### src/hw/edac_cfg.svh
// Constants for the edge, delay and conversion event chain.
// Assumes a single 100 MHz clock and option bytes stable at reset release.
`ifndef EDAC_CFG_SVH
`define EDAC_CFG_SVH

// ---------------------------------------------------------------
// Timing
// ---------------------------------------------------------------
`define EDAC_CLK_MHZ 100
`define EDAC_DELAY_US 2000
`define EDAC_DELAY_CYCLES (`EDAC_DELAY_US * `EDAC_CLK_MHZ)
`define EDAC_CNT_W 18
`define EDAC_CONV_CYCLES 16
`define EDAC_CONV_W 5

// ---------------------------------------------------------------
// Converter
// ---------------------------------------------------------------
`define EDAC_RES_W 10
`define EDAC_CH_W 3
`define EDAC_CH_SEL 3'h0

// ---------------------------------------------------------------
// Option byte codes
// ---------------------------------------------------------------
`define EDAC_OPT_WDT_STOP 8'hef
`define EDAC_OPT_HS64 8'hf8
`define EDAC_OPT_DEBUG 8'h84

`endif

### src/hw/edac_pkg.sv
// Types for the edge, delay and conversion event chain.
// Assumes edac_cfg.svh is on the include path.
`default_nettype none
`include "edac_cfg.svh"

package edac_pkg;

   // ---------------------------------------------------------------
   // Chain states
   // ---------------------------------------------------------------
   typedef enum logic [2:0] {
      EDAC_IDLE = 3'b001,
      EDAC_DELAY = 3'b010,
      EDAC_CONV = 3'b100
   } edac_state_type;

   // ---------------------------------------------------------------
   // Option byte decode
   // ---------------------------------------------------------------
   typedef struct packed {
      logic wdt_stop;
      logic hs64;
      logic dbg;
   } edac_opt_type;

   // ---------------------------------------------------------------
   // Whole module state
   // ---------------------------------------------------------------
   typedef struct packed {
      logic edge_s1;
      logic edge_s2;
      logic edge_prev;
      logic [`EDAC_RES_W-1:0] ana_s1;
      logic [`EDAC_RES_W-1:0] ana_s2;
      edac_state_type st;
      logic pend;
      logic [`EDAC_CNT_W-1:0] cnt;
      logic [`EDAC_CONV_W-1:0] conv_cnt;
      logic [`EDAC_RES_W-1:0] sample;
      logic done;
      logic start;
      logic irq;
      logic [`EDAC_RES_W-1:0] result;
      logic opt_taken;
      edac_opt_type opt;
   } edac_state_rec_type;

endpackage : edac_pkg
`default_nettype wire

### src/hw/edac_chain.sv
// Edge to delay to conversion event chain, all in hardware.
// Assumes pin inputs are asynchronous and option bytes are static straps.
`default_nettype none
`include "edac_cfg.svh"

module edac_chain
   import edac_pkg::*;
#(
   parameter int P_DELAY_CYCLES = `EDAC_DELAY_CYCLES
) (
   input wire logic i_clk,
   input wire logic i_reset,
   input wire logic i_ext_edge_input0,
   input wire logic [`EDAC_RES_W-1:0] i_analog_input0,
   input wire logic i_edge_link_en,
   input wire logic i_adc_link_en,
   input wire logic [7:0] i_opt_byte0,
   input wire logic [7:0] i_opt_byte2,
   input wire logic [7:0] i_opt_byte3,
   output logic o_delay_done_event,
   output logic o_adc_start,
   output logic [`EDAC_CH_W-1:0] o_adc_channel,
   output logic o_adc_end_irq,
   output logic [`EDAC_RES_W-1:0] o_adc_result,
   output logic o_busy,
   output logic o_wdt_stopped,
   output logic o_fast_internal_osc_64m,
   output logic o_debug_en
);

   // ---------------------------------------------------------------
   // State
   // ---------------------------------------------------------------
   edac_state_rec_type r_q;
   edac_state_rec_type r_d;
   logic edge_evt;

   localparam logic [`EDAC_CNT_W-1:0] L_DELAY_LAST =
      `EDAC_CNT_W'(P_DELAY_CYCLES - 1);
   localparam logic [`EDAC_CONV_W-1:0] L_CONV_LAST =
      `EDAC_CONV_W'(`EDAC_CONV_CYCLES - 1);

   function automatic logic opt_match(input logic [7:0] val,
                                      input logic [7:0] code);
      opt_match = (val == code);
   endfunction : opt_match

   assign edge_evt = r_q.edge_s2 & ~r_q.edge_prev & i_edge_link_en;

   // ---------------------------------------------------------------
   // Next state
   // ---------------------------------------------------------------
   always_comb begin
      r_d = r_q;
      r_d.edge_s1 = i_ext_edge_input0;
      r_d.edge_s2 = r_q.edge_s1;
      r_d.edge_prev = r_q.edge_s2;
      r_d.ana_s1 = i_analog_input0;
      r_d.ana_s2 = r_q.ana_s1;
      r_d.done = 1'b0;
      r_d.start = 1'b0;
      r_d.irq = 1'b0;
      // Option bytes taken once after reset release
      if (!r_q.opt_taken) begin
         r_d.opt_taken = 1'b1;
         r_d.opt.wdt_stop = opt_match(i_opt_byte0, `EDAC_OPT_WDT_STOP);
         r_d.opt.hs64 = opt_match(i_opt_byte2, `EDAC_OPT_HS64);
         r_d.opt.dbg = opt_match(i_opt_byte3, `EDAC_OPT_DEBUG);
      end
      // Event chain, no software step anywhere
      unique case (r_q.st)
         EDAC_IDLE: begin
            if (edge_evt) begin
               r_d.st = EDAC_DELAY;
               r_d.cnt = '0;
            end
         end
         EDAC_DELAY: begin
            if (edge_evt) begin
               r_d.cnt = '0;
            end else if (r_q.cnt == L_DELAY_LAST) begin
               r_d.done = 1'b1;
               r_d.cnt = '0;
               if (i_adc_link_en) begin
                  r_d.st = EDAC_CONV;
                  r_d.start = 1'b1;
                  r_d.conv_cnt = '0;
                  r_d.sample = r_q.ana_s2;
               end else begin
                  r_d.st = EDAC_IDLE;
               end
            end else begin
               r_d.cnt = r_q.cnt + `EDAC_CNT_W'(1);
            end
         end
         EDAC_CONV: begin
            if (edge_evt) begin
               r_d.pend = 1'b1;
            end
            if (r_q.conv_cnt == L_CONV_LAST) begin
               r_d.irq = 1'b1;
               r_d.result = r_q.sample;
               r_d.pend = 1'b0;
               r_d.cnt = '0;
               r_d.st = (r_q.pend | edge_evt) ? EDAC_DELAY : EDAC_IDLE;
            end else begin
               r_d.conv_cnt = r_q.conv_cnt + `EDAC_CONV_W'(1);
            end
         end
         default: begin
            r_d.st = EDAC_IDLE;
         end
      endcase
   end

   // ---------------------------------------------------------------
   // Registers
   // ---------------------------------------------------------------
   always_ff @(posedge i_clk or posedge i_reset) begin
      if (i_reset) begin
         r_q <= '0;
         r_q.st <= EDAC_IDLE;
      end else begin
         r_q <= r_d;
      end
   end

   // ---------------------------------------------------------------
   // Outputs
   // ---------------------------------------------------------------
   assign o_delay_done_event = r_q.done;
   assign o_adc_start = r_q.start;
   assign o_adc_channel = `EDAC_CH_SEL;
   assign o_adc_end_irq = r_q.irq;
   assign o_adc_result = r_q.result;
   assign o_busy = ~r_q.st[0];
   assign o_wdt_stopped = r_q.opt.wdt_stop;
   assign o_fast_internal_osc_64m = r_q.opt.hs64;
   assign o_debug_en = r_q.opt.dbg;

   // ---------------------------------------------------------------
   // Assertions
   // ---------------------------------------------------------------
   localparam int L_CONV_N = `EDAC_CONV_CYCLES;
   localparam int L_PEND_MAX = `EDAC_CONV_CYCLES - 1;
endmodule : edac_chain
`default_nettype wire

### config.mk
export PLATFORM = sky130hd
export DESIGN_NAME = edac_chain
export DESIGN_NICKNAME = d
export VERILOG_FILES = /design/src/hw/edac_pkg.sv /design/src/hw/edac_chain.sv
export VERILOG_INCLUDE_DIRS = /design/src /design/src/hw
export SDC_FILE = /design/constraint.sdc
export NUM_CORES = 1
export LEC_CHECK = 0
export BUFFER_PORTS_ARGS = -buffer_cell sky130_fd_sc_hd__buf_4
export CORE_ASPECT_RATIO = 1.5
export CORE_MARGIN = 5
export CORE_UTILIZATION = 50
export CTS_BUF_LIST = sky130_fd_sc_hd__clkbuf_4 sky130_fd_sc_hd__clkbuf_8
export CTS_CLUSTER_SIZE = 25
export DETAILED_ROUTE_END_ITERATION = 6
export PLACE_DENSITY = 0.8
export SYNTH_ARGS = -nofsm -noshare
export SYNTH_HDL_FRONTEND = slang
export SYNTH_SLANG_ARGS = --single-unit
### constraint.sdc
create_clock -name i_clk -period 3.5 [get_ports i_clk]
set_clock_uncertainty 0.15 [all_clocks]
set_input_delay 0 -clock i_clk [delete_from_list [all_inputs] [get_ports i_clk]]
set_output_delay 0 -clock i_clk [all_outputs]
set_load 0.03 [all_outputs]
==> impl_metrics.py <==
metrics = {
    "timing": {
        "finalSetupViolCount": 0,
        "max_freq_mhz": 337,
        "fin_tns_setup_ns": 0,
        "drv_slew": 0,
        "period_minus_slack_ns": 2.97,
        "relSlewSlack_pct": 37.9,
        "setup_ws_ns": 0.532,
        "worst_pin_slew_ns": 0.926,
        "hold_viol_final": 0,
        "post-route-period-util_pct": 84.8,
        "rsz0062_at_grt": "false",
    },
    "setup_path": {
        "crit_chain": "ha_1, and3_1, ha_1, nor4bb_4, buf_4, a211oi_1, buf_4, a21oi_1, o21ai_0",
        "slowest_delay_ns": 0.78,
        "crit_path_max_fanout": 15,
        "worst-r2r-cell-count": 9,
        "critical_path_arrival_ns": 3.09,
        "path_class": "register to register",
        "cp-start-kind": "register",
        "endpoint_kind": "register",
        "critPathRequiredTime_ns": 3.62,
        "cp_slowest_cell": "a211oi_1",
    },
    "yosys": {
        "synth_area_leaders": "dfrtp_1 57%, mux2_2 7.1%, nand2_1 3.1%, buf_4 2.9%, o21ai_0 1.8%",
        "synth_warnings": 0,
        "avgSynthCellArea_sq_um": 11.7,
        "synth_seq_cells": 77,
        "synth_edf_count": 0,
        "ys_seq_area_share_pct": 58.1,
        "ys_types": 54,
        "synth_ff_type": "dfrtp_1",
        "netlist_area_sq_um": 3320,
        "synth_common_cells": "76 x dfrtp_1, 27 x nand2_1, 21 x mux2_2",
        "yosysMostFrequentCell": "dfrtp_1",
        "async_flop_share_pct": 100,
        "syn_inst": 283,
        "yosysTopAreaCell": "dfrtp_1",
        "synth_top_area_share_pct": 57.3,
    },
    "grt": {
        "antenna_found_initial": 0,
        "overflow": 0,
        "grt_usage_pct": 17.8,
        "grt_max_degree": 67,
        "grt_pass1_vias": 2559,
        "grt_pass1_wl_um": 11800,
    },
    "job": {
        "drv_cap": 0,
    },
    "floorplanning": {
        "ios": 59,
        "std_cell_rows": 36,
        "die_w_um": 76.5,
        "die-height_um": 110,
        "core_sq_um": 6490,
        "dieArea_sq_um": 8400,
        "start_util_pct": 51.2,
    },
    "detailed_routing": {
        "routed_wl_um": 7010,
        "antenna_left": 0,
        "viasPerCell": 5.57,
        "drt_iter0_drc": 121,
        "vias": 2446,
        "drcViolationCount": 0,
        "drt_pass1_iterations": 4,
        "wl_per_cell_um": 16.0,
    },
    "placement": {
        "dpl_worst_slack_ns": 0.582,
        "hpwlAfterDp_um": 4760,
        "portBuffers": 55,
        "gp_congestion": 0.847,
        "placedCellCount": 402,
    },
    "pwr": {
        "power_frac_comb_pct": 11.3,
        "power_density_nw_per_um2": 452,
        "power.leakage_nw": 1.93,
        "p_sw_share_pct": 24.6,
        "p_switching_mw": 0.465,
        "ir_worst_vdd_uv": 203,
        "p_int_mw": 1.43,
        "clkPwrFrac_pct": 35.2,
        "seqPwrFrac_pct": 53.5,
    },
    "cts": {
        "cts_root_buf": "clkbuf_8",
        "clock_latency_ns": 0.35,
        "path_clk_slew_ns": 0.08,
        "cts.sinks": 77,
        "clockBufferDepth": 2,
        "htree_levels": 3,
        "numCtsBuffers": 9,
        "cts_tree": "built",
    },
    "layout": {
        "fin_util_pct": 64.6,
        "stdcell_count": 439,
        "area_growth_pct": 26.2,
        "drive_gt1_share_pct": 29.2,
        "layout.nets": 402,
        "n_antenna_cell": 0,
    },
    "worst_hold_path": {
        "min_path_cells": 4,
        "holdCritPathClass": "input port to register",
    },
    "outcome": {
        "run_status": "completed",
    },
}
## stage by stage
stage               hold slack [ns]  area [sq um]  power, mW
floorplan                    -0.119          3330       1.15
global placement             -0.211          3760       1.22
detailed placement           -0.207          3760       1.23
CTS                          0.0207          4190       1.91
global route                 0.0214          4190       1.99
finish                       0.0292          4190       1.89
## sequential cells by signal (all words and copies together) (netlist names)
| register | count |
|---|---|
| o_adc_result | 10 |
| o_wdt_stopped | 1 |
| o_adc_end_irq | 1 |
| o_debug_en | 1 |
| r_q | 49 |
| o_adc_start | 1 |
| o_fast_internal_osc_64m | 1 |
| o_delay_done_event | 1 |
| r_d | 12 |
## metal layers
metal / up-vias / GRT usage (%) / share of wire (%)
li1: 1160 / - / -
met1: 1225 / 20.6 / 39
met2: 50 / 30.8 / 56
met3: 11 / 4.43 / 3.4
met4: 0 / 8.88 / 2.1
met5: - / 0 / 0
## worst paths after layout
kind                                      from             endpoint  slack, ns
hold / removal                  i_edge_link_en  r_q[50]$_DFFE_PP0P_       0.03
min in group asynchronous              i_reset    r_d[58]$_DFF_PP0_       0.56
max in group asynchronous              i_reset  r_q[30]$_DFFE_PP0P_       1.55
setup reg to reg           r_q[27]$_DFFE_PP0P_  r_q[43]$_DFFE_PP0P_       0.53
hold reg to reg              r_d[75]$_DFF_PP0_    r_d[74]$_DFF_PP0_       0.20
setup / recovery           r_q[27]$_DFFE_PP0P_  r_q[43]$_DFFE_PP0P_       0.53
## placed cells by master, fill, tap and decap left out, types with 2 or more instances in the layout
master         count
or3_1              6
and3_1             2
nor4b_1            3
buf_4             59
nor2_1            10
or4_1              2
o2bb2ai_1          3
a21o_1             5
nand2b_1           3
nor2b_1            2
nand4_1            8
nor4_1             2
o21ai_0           12
dfrtp_1           76
ha_1               3
dlygate4sd3_1     23
o31ai_1            2
clkbuf_8          11
a211oi_1           2
conb_1             4
nor3_1            11
mux2i_1            2
o22ai_1            3
xnor2_1            4
nand2_1           27
inv_1              6
mux2_2            21
nand3_1           11
a22o_1             3
a21oi_1            8
## power by group through the flow
| stage | clock [mW] | combinational, mW | sequential [mW] |
|---|---|---|---|
| floorplan | 0 | 0.133 | 1.01 |
| global placement | 0 | 0.191 | 1.03 |
| detailed placement | 0 | 0.200 | 1.03 |
| CTS | 0.682 | 0.218 | 1.01 |
| global route | 0.722 | 0.242 | 1.02 |
| finish | 0.666 | 0.213 | 1.01 |
## critical path, delay by kind of cell, from the launching register on
family	cells	cell delay [ns]
compound gates	3	1.00
buf+inv	2	0.50
flops	1	0.41
fa+ha+maj	2	0.47
simple gates	2	0.37
## layout make-up
type                       instances  area, sq um
fill                             523         2300
clock inverter                     3         46.3
clock buffer                      11          151
sequential                        77         1930
tap                               76         95.1
multi-input combinational        183         1270
inverter                           7         26.3
timing repair buffer              82          673
## what timing repair did
action	4_1_cts	5_1_grt
gates resized for setup	0	0
hold endpoints to repair	39	0
setup buffers	0	0
setup endpoints to repair	0	0
hold buffers	23	0
## logic make-up after synthesis
kind of cell / count (synthesis) / synth area share (%)
multiplexers: 23 / 7.73
AO/OA/AOI/OAI: 44 / 8.67
adder cells (fa/ha/maj): 3 / 1.13
XOR/XNOR: 5 / 1.32
AND/OR/NAND/NOR: 104 / 18.5
other: 2 / 0.226
buffers and inverters: 25 / 4.37
flip-flops: 77 / 58.1
No activity file was read; power rests on OpenSTA's default activity.
